$ cat src/verilog/ffpc_pkg.sv
// constants, types and carriers of the flash fetch and row program controller
// assumes one system clock shared by the cpu core, the register port and the array
package ffpc_pkg;
    localparam int REG_AW = 16;
    localparam int FETCH_AW = 15;
    localparam int COL_IDX_W = 13;
    localparam logic [REG_AW-1:0] OFS_PAGE = 16'hff01;
    localparam logic [REG_AW-1:0] OFS_ROW = 16'hff02;
    localparam logic [REG_AW-1:0] OFS_COL = 16'hff03;
    localparam logic [REG_AW-1:0] OFS_MODE = 16'hff04;
    localparam logic [REG_AW-1:0] OFS_EXEC = 16'hff05;
    localparam logic [REG_AW-1:0] OFS_DATA0 = 16'hff10;
    localparam logic [REG_AW-1:0] OFS_DATA3 = 16'hff13;
    localparam logic [REG_AW-1:0] OFS_READ_TIMING = 16'hff20;
    localparam logic [REG_AW-1:0] OFS_PROGRAM_WAIT = 16'hff23;
    localparam logic [REG_AW-1:0] PROT_CODE_ADDR = 16'ha200;
    localparam int FAST_BIT = 0;
    localparam int WAIT_FLAG_BIT = 4;
    localparam int WAIT_IE_BIT = 0;
    localparam int EXEC_BIT = 0;
    localparam int HALF_BIT = 4;
    localparam logic FAST_RESET = 1'h1;
    localparam logic [7:0] DATA_RESET = 8'h00;
    localparam logic [3:0] CMD_NORMAL = 4'h0;
    localparam logic [3:0] CMD_READ_MAIN = 4'h4;
    localparam logic [3:0] CMD_PGM_MAIN = 4'h5;
    localparam logic [3:0] CMD_READ_INFO = 4'h8;
    localparam logic [3:0] CMD_PGM_INFO = 4'h9;
    localparam logic [4:0] LAST_COL = 5'h1f;
    localparam logic [2:0] INFO_USER_ROW = 3'h5;
    localparam logic [1:0] ACC_SLOW = 2'h1;
    localparam logic [1:0] ACC_FAST = 2'h2;
    localparam logic [1:0] PF_OFS_FAST = 2'h2;
    localparam logic [1:0] PF_OFS_SLOW = 2'h3;

    typedef enum logic [1:0] {FF_IDLE, FF_ACC, FF_CAP} ffpc_fstate_t;
    typedef enum logic [1:0] {FK_INSTR, FK_DATA, FK_PREF, FK_ROWRD} ffpc_kind_t;

    // register port from software
    typedef struct packed {
        logic [REG_AW-1:0] addr;
        logic [7:0] wdata;
        logic wr;
        logic rd;
    } ffpc_reg_req_t;

    // cpu fetch request, held until taken in an idle cycle
    typedef struct packed {
        logic req;
        logic isData;
        logic [FETCH_AW-1:0] addr;
    } ffpc_fetch_req_t;

    // drive toward the flash array macro
    typedef struct packed {
        logic rdEn;
        logic [COL_IDX_W-1:0] rdCol;
        logic rdInfo;
        logic pgmStart;
        logic [COL_IDX_W-1:0] pgmCol;
        logic pgmInfo;
        logic pgmHalf;
        logic [31:0] pgmData;
    } ffpc_array_out_t;
endpackage

$ cat src/verilog/flash_fetch_program_ctrl.sv
// flash fetch controller with row program data, read timing and program wait control
// assumes array read data is valid in the cycle after the last read enable cycle,
// program done is a one-cycle pulse, and all inputs share clk
`timescale 1ns/1ns
`default_nettype none
module flash_fetch_program_ctrl
    import ffpc_pkg::*;
(
    input wire logic clk,
    input wire logic resetn,
    input wire ffpc_reg_req_t regReq,
    output logic [7:0] regRdData,
    input wire ffpc_fetch_req_t fetchReq,
    output logic fetchBusy,
    output logic fetchValid,
    output logic [7:0] fetchByte,
    output ffpc_array_out_t arrayOut,
    input wire logic [31:0] arrayRdData,
    input wire logic arrayPgmDone,
    input wire logic protLevel2,
    input wire logic codeInFlash,
    input wire logic eraseReq,
    input wire logic eraseInfo,
    input wire logic eraseDone,
    output logic eraseGrant,
    output logic eraseRefused,
    output logic columnWaitIrq
);
    typedef struct packed {
        ffpc_fstate_t st;
        ffpc_kind_t kind;
        logic [1:0] cnt;
        logic fastMode;
        logic fastReg;
        logic [4:0] page;
        logic [2:0] row;
        logic [4:0] col;
        logic [3:0] cmd;
        logic half;
        logic exec;
        logic [3:0][7:0] rowData;
        logic waitFlag;
        logic waitIe;
        logic pgmBusy;
        logic [1:0] ibValid;
        logic [1:0][COL_IDX_W-1:0] ibTag;
        logic [1:0][31:0] ibData;
        logic ibLru;
        logic dbValid;
        logic [COL_IDX_W-1:0] dbTag;
        logic [31:0] dbData;
        logic pfPending;
        logic [COL_IDX_W-1:0] pfTag;
        logic [FETCH_AW-1:0] reqAddr;
        logic [7:0] rdData;
        logic busy;
        logic valid;
        logic [7:0] outByte;
        ffpc_array_out_t arr;
        logic grant;
        logic refuse;
        logic irq;
    } ffpc_state_t;

    ffpc_state_t state_reg;
    ffpc_state_t state_next;

    // little-endian byte pick inside a column
    function automatic logic [7:0] pickByte(input logic [31:0] w, input logic [1:0] ofs);
        logic [7:0] b;
        b = 8'h00;
        unique case (ofs)
            2'h0: b = w[7:0];
            2'h1: b = w[15:8];
            2'h2: b = w[23:16];
            2'h3: b = w[31:24];
        endcase
        return b;
    endfunction

    logic [COL_IDX_W-1:0] reqCol;
    logic [1:0] reqOfs;
    logic ibHit0;
    logic ibHit1;
    logic dbHit;
    logic [COL_IDX_W-1:0] curCol;
    logic isPgmCmd;
    logic isReadCmd;
    logic pgmAllowed;
    logic trigWrite;
    logic colDone;

    // lookup of the incoming cpu address against both buffers
    assign reqCol = fetchReq.addr[FETCH_AW-1:2];
    assign reqOfs = fetchReq.addr[1:0];
    assign ibHit0 = state_reg.ibValid[0] && (state_reg.ibTag[0] == reqCol);
    assign ibHit1 = state_reg.ibValid[1] && (state_reg.ibTag[1] == reqCol);
    assign dbHit = state_reg.dbValid && (state_reg.dbTag == reqCol);
    // column index n = 256 page + 32 row + column, byte 4n.. at row data 0..3
    assign curCol = {state_reg.page, state_reg.row, state_reg.col};
    assign isPgmCmd = (state_reg.cmd == CMD_PGM_MAIN) || (state_reg.cmd == CMD_PGM_INFO);
    assign isReadCmd = (state_reg.cmd == CMD_READ_MAIN) || (state_reg.cmd == CMD_READ_INFO);

    // protection: info rows 5..7 stay user area, rows 0..3 stay locked, row 4 with the protection code locks at level two only
    always_comb begin
        if (state_reg.cmd[3]) begin
            pgmAllowed = protLevel2 ? (state_reg.row >= INFO_USER_ROW) : state_reg.row[2];
        end else begin
            pgmAllowed = !protLevel2 || codeInFlash;
        end
    end

    assign trigWrite = regReq.wr && (regReq.addr == OFS_DATA3) && state_reg.exec && isPgmCmd
        && !state_reg.pgmBusy;
    // a column in flight ends on the array's done pulse; a blocked column
    // never reaches the array and is finished by the trigger cycle itself
    assign colDone = state_reg.pgmBusy && arrayPgmDone;

    always_comb begin
        logic prefOk;
        logic [COL_IDX_W-1:0] nextCol;
        logic deliver;
        logic [1:0] dOfs;
        logic [COL_IDX_W-1:0] dCol;
        logic blocked;
        logic instrAns;
        prefOk = 1'b0;
        nextCol = '0;
        deliver = 1'b0;
        dOfs = 2'h0;
        dCol = '0;
        blocked = 1'b0;
        instrAns = 1'b0;
        state_next = state_reg;
        state_next.valid = 1'b0;
        state_next.arr.pgmStart = 1'b0;
        state_next.grant = 1'b0;
        state_next.refuse = 1'b0;

        // register writes; address and mode fields only move while stopped
        if (regReq.wr) begin
            unique case (regReq.addr)
                OFS_PAGE: if (!state_reg.exec) state_next.page = regReq.wdata[4:0];
                OFS_ROW: if (!state_reg.exec) state_next.row = regReq.wdata[2:0];
                OFS_COL: if (!state_reg.exec) state_next.col = regReq.wdata[4:0];
                OFS_MODE: begin
                    if (!state_reg.exec) begin
                        state_next.cmd = regReq.wdata[3:0];
                        state_next.half = regReq.wdata[HALF_BIT];
                    end
                end
                OFS_EXEC: begin
                    if (regReq.wdata[EXEC_BIT] && state_reg.cmd != CMD_NORMAL) begin
                        state_next.exec = 1'b1;
                    end else if (!regReq.wdata[EXEC_BIT]) begin
                        state_next.exec = 1'b0;
                        state_next.waitFlag = 1'b0;
                    end
                end
                OFS_READ_TIMING: state_next.fastReg = regReq.wdata[FAST_BIT];
                OFS_PROGRAM_WAIT: begin
                    state_next.waitIe = regReq.wdata[WAIT_IE_BIT];
                    // writing one to the flag bit clears a wait that a completed column has set
                    if (regReq.wdata[WAIT_FLAG_BIT] && state_reg.waitFlag) begin
                        state_next.waitFlag = 1'b0;
                    end
                end
                default: begin
                    // unused half must be loaded with 0xff by software for half width
                    if (regReq.addr[REG_AW-1:2] == OFS_DATA0[REG_AW-1:2]) begin
                        state_next.rowData[regReq.addr[1:0]] = regReq.wdata;
                    end
                end
            endcase
        end

        // trigger byte write starts one column program
        if (trigWrite) begin
            blocked = !pgmAllowed;
            state_next.pgmBusy = !blocked;
            state_next.waitFlag = 1'b0;
            state_next.arr.pgmStart = !blocked;
            state_next.arr.pgmCol = curCol;
            state_next.arr.pgmInfo = state_reg.cmd[3];
            state_next.arr.pgmHalf = state_reg.half;
            state_next.arr.pgmData = {regReq.wdata, state_reg.rowData[2],
                state_reg.rowData[1], state_reg.rowData[0]};
        end

        // column completion; set wins over any clear in this cycle
        if (colDone || blocked) begin
            state_next.pgmBusy = 1'b0;
            state_next.waitFlag = 1'b1;
            if (state_reg.col != LAST_COL) begin
                state_next.col = state_reg.col + 5'h01;
            end else if (!state_reg.half) begin
                state_next.exec = 1'b0;
            end
        end

        // erase permission for the neighbouring erase sequencer
        if (eraseReq) begin
            if (eraseInfo ? !protLevel2 : (!protLevel2 || codeInFlash)) begin
                state_next.grant = 1'b1;
            end else begin
                state_next.refuse = 1'b1;
            end
        end

        // new timing takes effect between accesses only
        if (state_reg.st == FF_IDLE) begin
            state_next.fastMode = state_reg.fastReg;
        end

        unique case (state_reg.st)
            FF_IDLE: begin
                if (state_reg.exec && isReadCmd) begin
                    state_next.kind = FK_ROWRD;
                    state_next.st = FF_ACC;
                    state_next.arr.rdCol = curCol;
                    state_next.arr.rdInfo = state_reg.cmd[3];
                end else if (fetchReq.req) begin
                    if (fetchReq.isData ? dbHit : (ibHit0 || ibHit1)) begin
                        deliver = 1'b1;
                        dOfs = reqOfs;
                        dCol = reqCol;
                        if (fetchReq.isData) begin
                            state_next.outByte = pickByte(state_reg.dbData, reqOfs);
                        end else begin
                            state_next.outByte = pickByte(ibHit0 ? state_reg.ibData[0] :
                                state_reg.ibData[1], reqOfs);
                            state_next.ibLru = ibHit0;
                        end
                    end else begin
                        // a jump past a queued prefetch drops it and stalls
                        state_next.pfPending = 1'b0;
                        state_next.kind = fetchReq.isData ? FK_DATA : FK_INSTR;
                        state_next.reqAddr = fetchReq.addr;
                        state_next.st = FF_ACC;
                        state_next.arr.rdCol = reqCol;
                        state_next.arr.rdInfo = 1'b0;
                    end
                end else if (state_reg.pfPending) begin
                    state_next.kind = FK_PREF;
                    state_next.st = FF_ACC;
                    state_next.arr.rdCol = state_reg.pfTag;
                    state_next.arr.rdInfo = 1'b0;
                end
                if (state_next.st == FF_ACC) begin
                    state_next.arr.rdEn = 1'b1;
                    state_next.cnt = state_reg.fastReg ? ACC_FAST : ACC_SLOW;
                end
            end
            FF_ACC: begin
                // hold read enable for one or two cycles
                if (state_reg.cnt == ACC_SLOW) begin
                    state_next.arr.rdEn = 1'b0;
                    state_next.st = FF_CAP;
                end else begin
                    state_next.cnt = state_reg.cnt - 2'h1;
                end
            end
            FF_CAP: begin
                state_next.st = FF_IDLE;
                unique case (state_reg.kind)
                    FK_ROWRD: begin
                        state_next.rowData = arrayRdData;
                        state_next.exec = 1'b0;
                        if (state_reg.col != LAST_COL) begin
                            state_next.col = state_reg.col + 5'h01;
                        end
                    end
                    FK_DATA: begin
                        state_next.dbValid = 1'b1;
                        state_next.dbTag = state_reg.arr.rdCol;
                        state_next.dbData = arrayRdData;
                        state_next.outByte = pickByte(arrayRdData, state_reg.reqAddr[1:0]);
                        deliver = 1'b1;
                    end
                    default: begin
                        // fill the least recent line, instruction or prefetch alike
                        state_next.ibValid[state_reg.ibLru] = 1'b1;
                        state_next.ibTag[state_reg.ibLru] = state_reg.arr.rdCol;
                        state_next.ibData[state_reg.ibLru] = arrayRdData;
                        state_next.ibLru = !state_reg.ibLru;
                        if (state_reg.kind == FK_PREF) begin
                            state_next.pfPending = 1'b0;
                        end else begin
                            state_next.outByte = pickByte(arrayRdData, state_reg.reqAddr[1:0]);
                            deliver = 1'b1;
                            dOfs = state_reg.reqAddr[1:0];
                            dCol = state_reg.arr.rdCol;
                        end
                    end
                endcase
            end
            default: state_next.st = FF_IDLE;
        endcase

        // answer the cpu and decide on a sequential prefetch
        if (deliver) begin
            state_next.valid = 1'b1;
            // a hit in idle has not touched kind, so the answer's source decides
            instrAns = (state_reg.st == FF_IDLE) ? !fetchReq.isData
                : (state_reg.kind != FK_DATA);
            if (instrAns) begin
                prefOk = (dOfs == PF_OFS_SLOW) || (state_reg.fastMode && dOfs == PF_OFS_FAST);
                nextCol = dCol + 13'h0001;
                if (prefOk && !(state_next.ibValid[0] && state_next.ibTag[0] == nextCol)
                    && !(state_next.ibValid[1] && state_next.ibTag[1] == nextCol)) begin
                    state_next.pfPending = 1'b1;
                    state_next.pfTag = nextCol;
                end
            end
        end

        // stale columns must never be served after the array changes
        if (colDone || eraseDone) begin
            state_next.ibValid = 2'h0;
            state_next.dbValid = 1'b0;
            state_next.pfPending = 1'b0;
        end

        // register read data, reserved bits zero
        state_next.rdData = 8'h00;
        if (regReq.rd) begin
            unique case (regReq.addr)
                OFS_PAGE: state_next.rdData = {3'h0, state_reg.page};
                OFS_ROW: state_next.rdData = {5'h00, state_reg.row};
                OFS_COL: state_next.rdData = {3'h0, state_reg.col};
                OFS_MODE: state_next.rdData = {3'h0, state_reg.half, state_reg.cmd};
                OFS_EXEC: state_next.rdData = {7'h00, state_reg.exec};
                OFS_READ_TIMING: state_next.rdData = {7'h00, state_reg.fastReg};
                OFS_PROGRAM_WAIT: state_next.rdData = {3'h0, state_reg.waitFlag, 3'h0,
                    state_reg.waitIe};
                default: begin
                    if (regReq.addr[REG_AW-1:2] == OFS_DATA0[REG_AW-1:2]) begin
                        state_next.rdData = state_reg.rowData[regReq.addr[1:0]];
                    end
                end
            endcase
        end

        // a queued prefetch alone does not stall; a request then still wins
        state_next.busy = (state_next.st != FF_IDLE);
        state_next.irq = state_next.waitFlag && state_next.waitIe;
    end

    // single state register, synchronous active-low reset
    always_ff @(posedge clk) begin
        if (!resetn) begin
            // outputs come up low, read timing comes up in two-cycle mode
            state_reg <= '0;
            state_reg.st <= FF_IDLE;
            state_reg.kind <= FK_INSTR;
            state_reg.fastReg <= FAST_RESET;
            state_reg.fastMode <= FAST_RESET;
            state_reg.rowData <= {4{DATA_RESET}};
        end else begin
            state_reg <= state_next;
        end
    end

    assign regRdData = state_reg.rdData;
    assign fetchBusy = state_reg.busy;
    assign fetchValid = state_reg.valid;
    assign fetchByte = state_reg.outByte;
    assign arrayOut = state_reg.arr;
    assign eraseGrant = state_reg.grant;
    assign eraseRefused = state_reg.refuse;
    assign columnWaitIrq = state_reg.irq;
endmodule
`default_nettype wire

$ cat config.mk
export PLATFORM = sky130hd
export DESIGN_NAME = flash_fetch_program_ctrl
export DESIGN_NICKNAME = d
export VERILOG_FILES = /design/src/verilog/ffpc_pkg.sv /design/src/verilog/flash_fetch_program_ctrl.sv
export SDC_FILE = /design/constraint.sdc
export NUM_CORES = 1
export LEC_CHECK = 0
export BUFFER_PORTS_ARGS = -buffer_cell sky130_fd_sc_hd__buf_2
export CAP_MARGIN = 0
export CORE_MARGIN = 2
export CORE_UTILIZATION = 50
export DETAILED_ROUTE_END_ITERATION = 10
export PLACE_DENSITY = 0.7
export SKIP_CTS_REPAIR_TIMING = 1
export SLEW_MARGIN = 40
export SYNTH_ARGS = -nofsm -noshare
export SYNTH_HDL_FRONTEND = slang
export SYNTH_SLANG_ARGS = --single-unit
$ cat constraint.sdc
create_clock -name clk -period 6.78 [get_ports clk]
set_clock_uncertainty 0.15 [all_clocks]
set_input_delay 2.034 -clock clk [delete_from_list [all_inputs] [get_ports clk]]
set_output_delay 2.034 -clock clk [all_outputs]
set_load 0.05 [all_outputs]
-- Word-level counts from Yosys, hierarchy flattened
Index checks and enable logic that the tools add are counted.
- bits in registers: 301
- word-level logic and storage cells: 284
- equal/unequal tests: 48
- mux-type cells: 115
- add/sub/neg operators: 3
- bitwise logic cells: 6
- magnitude comparators: 5
- reductions and logical operators: 62
- operators by type and width (kind ; number):
    16-bit == test (second input constant) ; 8
    32-bit 2-to-1 mux ; 4
    14-bit 2-to-1 mux ; 7
    8-bit one-hot mux with 4 select lines ; 3
    93-bit 2-to-1 mux ; 1
    92-bit 2-to-1 mux ; 1
    13-bit 2-to-1 mux ; 6
    33-bit 2-to-1 mux ; 2
    13-bit == test ; 5
    64-bit bitwise mux ; 1
    8-bit 2-to-1 mux ; 8
    8-bit one-hot mux with 7 select lines ; 1
    45-bit 2-to-1 mux ; 1
    5-bit 2-to-1 mux ; 9
    1-bit 2-to-1 mux ; 38
    32-bit bitwise mux ; 1
    32-bit demux with 1-bit select ; 1
    8-bit one-hot mux with 2 select lines ; 2
    26-bit bitwise mux ; 1
    13-bit one-hot mux with 2 select lines ; 1
    3-bit AND reduction ; 8
    4-bit 2-to-1 mux ; 5
    1-bit logical AND ; 19
    2-bit == test (second input constant) ; 9
    other kinds (38) ; 97

-- Logic depth before layout (Yosys ltp)
Gate-level depths: netlist (run 1).
- word-level depth: 17
- depth in mapped cells: 19
- gate-level depth less buffers: 16

-- Worst setup path after synthesis (run 1)
Ideal clock, no wire load.
- kind: input to register
- start point: in fetchReq[13] in the netlist's numbering
- end point: reg state_reg[104] in the netlist's numbering
- library setup time: 0.072 ns
- slack: 0.654 ns
- required time: 6.558 ns
- stages on the path: 19
- data arrival time: 5.904 ns
- path through: clkbuf_1 xnor2_1 nand4_1 nor4_4 or3_1 buf_4 buf_2 a31oi_1 inv_1 ha_1 and3_1 a32oi_1 nor2_1 xnor2_1 xor2_1 nand4_1 or4_1 nand2_1 mux2i_1
- longest elaborated chain between the ends: 15
- ends and longest elaborated chain (item ; RTL line ; source):
    from (decl) ; flash_fetch_program_ctrl.sv:13 ; input wire ffpc_fetch_req_t fetchReq,
    13-bit == test (on tied branches) ; flash_fetch_program_ctrl.sv:96, flash_fetch_program_ctrl.sv:97 ;
    1-bit logical AND (on tied branches) ; flash_fetch_program_ctrl.sv:96, flash_fetch_program_ctrl.sv:97 ;
    1-bit logical OR ; flash_fetch_program_ctrl.sv:223 ; if (fetchReq.isData ? dbHit : (ibHit0 || ibHit1)) begin
    1-bit 2-to-1 mux ; flash_fetch_program_ctrl.sv:223 ;
    13-bit 2-to-1 mux ; flash_fetch_program_ctrl.sv:223 ;
    13-bit 2-to-1 mux ; flash_fetch_program_ctrl.sv:222 ; end else if (fetchReq.req) begin
    13-bit 2-to-1 mux ; flash_fetch_program_ctrl.sv:217 ; if (state_reg.exec && isReadCmd) begin
    13-bit one-hot mux with 2 select lines ; flash_fetch_program_ctrl.sv:215 ; unique case (state_reg.st)
    13-bit by 1-bit adder with 13-bit output ; flash_fetch_program_ctrl.sv:308 ; nextCol = dCol + 13'h0001;
    13-bit == test ; flash_fetch_program_ctrl.sv:309 ; if (prefOk && !(state_next.ibValid[0] && state_next.ibTag[0] == nextCol)
    1-bit logical AND ; flash_fetch_program_ctrl.sv:309 ;
    1-bit zero test ; flash_fetch_program_ctrl.sv:309 ;
    1-bit logical AND ; flash_fetch_program_ctrl.sv:309 ;
    1-bit logical AND ; flash_fetch_program_ctrl.sv:310 ; && !(state_next.ibValid[1] && state_next.ibTag[1] == nextCol)) begin
    3-bit AND reduction (no source line) ; n/a ;
    to (signal assigned) ; flash_fetch_program_ctrl.sv:360 ; state_reg <= state_next;
    to (decl) ; flash_fetch_program_ctrl.sv:65 ; ffpc_state_t state_reg;
Several ways; a longest one is shown, not always the timed one.
A chain may end at the register's enable or synchronous reset.

-- Worst setup path after layout (run 1)
- start point: in fetchReq[7] in the netlist's numbering
- end point: reg state_reg[104] in the netlist's numbering
The elaborated chain is that of the path after synthesis.

==> flow_summary.ini, run 1 <==
[placement]
gp_congestion = 0.943
dp_hpwl_um = 32100
placed_area_sq_mm = 0.0162
port_buffers = 166
pre_cts_ws_ps = 348

[drt]
via_count = 12800
avgRoutedWirePerCell_um = 20.5
final_antenna_net_count = 0
drc = 0
drtIter0Drc = 1131
drt-total-wl_um = 45300
first_pass_iters = 8
viasPerCell = 5.78

[logic_synthesis]
synth_top_family_by_area = simple AND/OR/NAND/NOR gates
netlist.top_cell.by_area = dfxtp_1
synth_area_leaders = dfxtp_1 38%, nand2_1 11%, a21boi_0 8.1%, mux2i_1 6.0%, mux4_2 5.6%
synth-simple-area-share_pct = 20.2
synthMuxAreaShare_pct = 11.9
synth_seq_cells = 301
ys_types = 72
ys_seq_area_share_pct = 38.3
yosysWarnings = 0
synthFlopType = dfxtp_1
synth_cells = 1787
synth-edff-count = 0
synthesis.nets = 1874
synthAdderAreaFrac_pct = 0.318
synth-compound-area-share_pct = 17.2
synth_top_area_share_pct = 38.3
async_flop_share_pct = 0
synth_xor_xnor_area_share_pct = 4.51
syn_area_per_cell_sq_um = 8.80
syn_area_sq_mm = 0.0157

[timing]
setup_tns_ps = 0
period_needed_ps = 5930
setup_viol = 0
slew_viol_final = 0
max_freq_mhz = 169
worst_hold_slack_ps = 311
rsz0062_at_grt = no
hold_violations = 0
maxSlewHeadroom_pct = 48.1
setup_ws_ps = 848
worstMarginPinSlew_ps = 769
finalCritPeriodShare_pct = 87.5

[pwr]
power-per-cell-area_mw_per_mm2 = 224
power.leakage_uw = 0.00717
irDropWorstVdd_mv = 0.199

[floorplanning]
ios = 167
start_util_pct = 51.1
core_sq_mm = 0.0307
dieArea_sq_mm = 0.0329
rows = 64
fp.dieH_um = 181
die_w_um = 181

[clock_network]
clock_latency_ps = 560
path_clk_slew_ps = 60
clockBufferDepth = 3
cts_inserted_buffers = 31
htree_levels = 1
numClockSinks = 301
clock-root-buffer = clkbuf_16
tritoncts = yes

[global_route]
antenna_found_initial = 2
track_usage_pct = 26.8
grt_max_degree = 136
grt_pass1_vias = 11900
grt.overflow.total = 0
grt_pass1_wl_um = 69600

[critical_path]
crit_chain = buf_2 -> xor2_1 -> nor4_1 -> nand3_1 -> o31ai_4 -> buf_4 -> a41oi_2 -> or4_1 -> nor4_4 -> xnor3_1 -> nand4_1 -> or4_1 -> nand2_1 -> mux2i_1
start_kind = input pin
slowest_stage = or4_1
crit_path_frequent_cell = or4_1
crit_required_ps = 7120
path_max_fanout = 11
crit_arrival_ps = 6270
reg2reg_depth = 13
max_stage_delay_ps = 750
path_class = in2reg
crit_path_end_kind = register

[run]
maxCapViolations = 0

[status]
status = completed

[finish]
synthToLayoutAreaGrowth_pct = 9.80
drive_gt1_share_pct = 17.5
final_nets = 1878
fin_area_sq_mm = 0.0173
final_core_util_pct = 56.1

[worst_hold_path]
min_path_cells = 2
hold_path.class = reg2reg
==> through the flow <==
stage	total power [uW]	instances
CTS	3890	2210
detailed placement	2130	2154
floorplan	2030	1787
global route	3980	2210
finish	3870	2212
global placement	2120	2153
==> cell usage after synthesis, types with 9 or more instances <==
cell type / number
a211oi_1: 14
o211a_1: 42
and2_1: 23
o211ai_1: 11
mux4_2: 39
nor2_1: 47
xnor2_1: 51
clkbuf_1: 120
inv_1: 10
a21oi_1: 32
buf_1: 9
mux2i_1: 94
nor2b_1: 53
xor2_1: 12
a21boi_0: 170
nand3_1: 39
nor3_1: 19
buf_4: 81
nand4_1: 14
dfxtp_1: 301
buf_2: 9
nand2_1: 444
o21ai_0: 11
==> placed cells by master, fill, tap and decap left out, types with 5 or more instances in the layout <==
| cell | Yosys | routed |
|---|---|---|
| a31oi_1 | 8 | 8 |
| o21ai_0 | 11 | 11 |
| nand3_1 | 39 | 35 |
| dfxtp_1 | 301 | 301 |
| or2_2 | 7 | 7 |
| o211ai_1 | 11 | 11 |
| and3_1 | 8 | 8 |
| nor2_1 | 47 | 47 |
| o21a_1 | 5 | 5 |
| a211oi_1 | 14 | 14 |
| nor2b_1 | 53 | 52 |
| or3_1 | 5 | 5 |
| buf_2 | 9 | 165 |
| xnor3_1 | 7 | 7 |
| o211a_1 | 42 | 42 |
| a22oi_1 | 8 | 8 |
| and2_1 | 23 | 23 |
| nand2_1 | 444 | 444 |
| buf_4 | 81 | 23 |
| nor3_1 | 19 | 16 |
| a41oi_1 | 8 | 8 |
| mux2i_1 | 94 | 94 |
| xor2_1 | 12 | 12 |
| and4_1 | 5 | 5 |
| a21oi_1 | 32 | 32 |
| inv_1 | 10 | 10 |
| mux4_2 | 39 | 39 |
| nand4_1 | 14 | 14 |
| a21boi_0 | 170 | 170 |
| xnor2_1 | 51 | 51 |
| clkbuf_8 | 0 | 12 |
| nor4_1 | 6 | 6 |
| clkbuf_16 | 0 | 31 |
==> routing by layer <==
metal	share of wire (%)	global-route usage [%]	vias to the layer above
met1	47	39.3	6154
met3	6.9	3.65	72
met2	43	41.4	452
li1	-	-	6106
met5	0.024	0	-
met4	2.7	7.51	2
==> layout make-up <==
| class | count | area (sq um) |
|---|---|---|
| Clock buffer | 46 | 942 |
| Fill cell | 2807 | 13500 |
| Timing Repair Buffer | 191 | 1060 |
| Antenna cell | 2 | 5.00 |
| Sequential cell | 301 | 6030 |
| Inverter | 10 | 37.5 |
| Clock inverter | 10 | 138 |
| Tap cell | 396 | 495 |
| Multi-Input combinational cell | 1256 | 8560 |
==> cell families (layout without fill, tap and decap cells) <==
family	count (synthesis)	after routing
AOI/OAI and AO/OA	349	349
xor gates and xnor gates	70	70
adders and majority gates	4	4
buffers and inverters	230	257
DFF	301	301
muxes	136	136
other	0	2
and+or+nand+nor	697	697
==> critical path, delay by kind of cell <==
kind | cells | cell delay [ps]
xor gates and xnor gates | 2 | 360
and+or+nand+nor | 7 | 2570
AOI/OAI and AO/OA | 2 | 650
buffers and inverters | 2 | 450
muxes | 1 | 200
==> where the power goes <==
part / total [uW] / internal, uW / leakage (uW) / switching [uW]
registers: 1800 / 1780 / 0.00243 / 21.6
clock network: 1780 / 1070 / 0.000529 / 711
logic: 287 / 103 / 0.00421 / 184
total: 3870 / 2950 / 0.00717 / 917
==> worst paths after layout <==
kind	startpoint	end	slack, ps
worst min-delay path	arrayOut[42]	arrayOut[42]	310
worst max-delay path	fetchReq[7]	state_reg[104]	850
worst min register to register	arrayOut[42]	arrayOut[42]	310
worst max register to register	state_reg[150]	state_reg[104]	2170
Power figures use the tool's default switching activity.
==> inputs of run 2 (changes only) <==
--- a/config.mk
+++ b/config.mk
@@ -10,7 +10,9 @@
 export CORE_MARGIN = 2
 export CORE_UTILIZATION = 50
 export DETAILED_ROUTE_END_ITERATION = 10
+export GPL_TIMING_DRIVEN = 0
 export PLACE_DENSITY = 0.7
+export REMOVE_ABC_BUFFERS = 1
 export SKIP_CTS_REPAIR_TIMING = 1
 export SLEW_MARGIN = 40
 export SYNTH_ARGS = -nofsm -noshare
==> run 2 against run 1 <==
  * Routed wire length decreased by 2.0%
  * Combinational power about the same
  * Sequential cell count stayed put
  * First-iteration DRC count increased by 0.71%
  * Non-clock buffer count up 11
  * Global-route usage decreased by 0.18 points
  * Critical endpoint is now state_reg[108]
  * Hold slack worse by 2.3 ps
  * Clock power is 7% higher
  * Power increased by 3.4%
  * Via count is 2.4% higher
==> flow_summary.ini, run 2 (synthesis results as in run 1) <==
[placement]
gp_congestion = 0.922
placedCellCount = 2162
dp_hpwl_um = 30600
placed_area_sq_mm = 0.0164
port_buffers = 166

[finish]
final_nets = 1892
fill_cells = 2781
final_cell_mix = 442 x nand2_1, 300 x dfxtp_1, 173 x buf_2, 170 x a21boi_0, 94 x mux2i_1
multi_input_area_sq_mm = 0.00864
drive_gt1_share_pct = 18.7
ff_latch_area_sq_mm = 0.00603
mostFrequentLayoutCell = nand2_1
fin_area_sq_mm = 0.0176
synthToLayoutAreaGrowth_pct = 11.9
stdcell_count = 2228

[clock_network]
clock-root-buffer = clkbuf_16
htree_levels = 2
cts_inserted_buffers = 34
clock_latency_ps = 520
clockBufferDepth = 3
path_clk_slew_ps = 60
tritoncts = yes
numClockSinks = 301

[worst_hold_path]
holdCritStartpoint = arrayOut[37]
hold_path.class = reg2reg

[timing]
period_needed_ps = 6490
hold_violations = 0
worstMarginPinSlew_ps = 912
slew_viol_final = 0
finalCritPeriodShare_pct = 95.7
setup_viol = 0
max_freq_mhz = 154
maxSlewHeadroom_pct = 38.4

[global_route]
antenna_found_initial = 1
track_usage_pct = 26.7
grt_pass1_vias = 12600
grt_pass1_wl_um = 69900
grt_max_degree = 99
grt.overflow.total = 0

[critical_path]
crit_path_end_kind = register
path_buf_inv = 3
path_max_fanout = 9
critPathTopFamily = simple AND/OR/NAND/NOR gates
startpoint = fetchReq[7]
path_class = in2reg
start_kind = input pin
max_stage_delay_ps = 540
crit_chain = buf_2 -> xor2_1 -> nor4_1 -> nand3_1 -> o31ai_4 -> buf_6 -> a41oi_2 -> inv_1 -> ha_1 -> and3_1 -> a32oi_2 -> nor3_1 -> nand4_1 -> and3_1 -> nor4_1 -> a41oi_1 -> nand2_1 -> mux2i_1
crit_arrival_ps = 6780
slowest_stage = o31ai_4
crit_required_ps = 7070
rr_startpoint = state_reg[150]

[drt]
viasPerCell = 5.88
avgRoutedWirePerCell_um = 20.0
first_pass_iters = 6
final_antenna_net_count = 0
via_count = 13100
drtIter0Drc = 1139
drt-total-wl_um = 44500
drc = 0

[floorplanning]
fp.dieH_um = 181
ios = 167
dieArea_sq_mm = 0.0329
core_sq_mm = 0.0307
rows = 64
start_util_pct = 51.1
die_w_um = 181

[pwr]
p_int_uw = 3040
power.net_switching_uw = 963
power_uw = 4000
irDropWorstVdd_mv = 0.157
power-per-cell-area_mw_per_mm2 = 227
power.leakage_uw = 0.00736
p_sw_share_pct = 24.1
pwr-share-seq_pct = 45.0
combPwrFrac_pct = 7.2
pwr-share-clk_pct = 47.8

[run]
maxCapViolations = 0

[status]
status = completed
run 2: layer usage:
layer / GRT usage (%) / part of all wire (%) / routed length (um)
met1: 36.3 / 44 / 19800
met2: 43.4 / 46 / 20600
met3: 3.89 / 6.4 / 2850
met4: 9.07 / 2.8 / 1260
met5: 0 / 0 / 0
run 2: cell type report:
cell class	count	area share [%]
repair buffers	202	6.96
flip-flops and latches	301	34.2
diodes	1	0.0142
clock buffers	50	5.74
multi-input cells	1256	49.1
inverters	10	0.213
clock inverters	12	0.903
well taps	396	2.81
run 2: through the flow:
| step | util, % | worst slack [ps] | hold WS [ps] | setup TNS [ps] |
|---|---|---|---|---|
| 2_1_floorplan | - | 488 | 284 | 0 |
| 3_3_place_gp | 51.7 | -1540 | 292 | -20960 |
| 3_5_place_dp | 53.2 | -903 | 301 | -11390 |
| 4_1_cts | 57.0 | -398 | 309 | -4230 |
| 5_1_grt | 57.2 | -8.15 | 326 | -13.0 |
| 6_report | 57.2 | 293 | 309 | 0 |
run 2: worst register-to-register path, stage by stage (launching register included):
cell	delay (ps)
dfxtp_1	320
xor2_1	160
nor4_1	300
nand3_1	240
o31ai_4	550
buf_6	240
a41oi_2	230
inv_1	110
ha_1	220
and3_1	200
a32oi_2	220
nor3_1	370
nand4_1	300
and3_1	290
nor4_1	400
a41oi_1	220
nand2_1	320
mux2i_1	220
run 2: final timing paths:
kind / to / slack [ps] / cells after the start
worst max register to register: state_reg[108] / 1660 / 17
worst min register to register: arrayOut[37] / 310 / 2
worst max-delay path: state_reg[108] / 290 / 18
worst min-delay path: arrayOut[37] / 310 / 2
run 2: power groups by stage:
stage,Combinational (uW),Sequential [uW],Clock (uW)
finish,287,1800,1910
global route,303,1800,2020
CTS,281,1800,1940
detailed placement,280,1840,0
global placement,279,1840,0
floorplan,112,1860,0
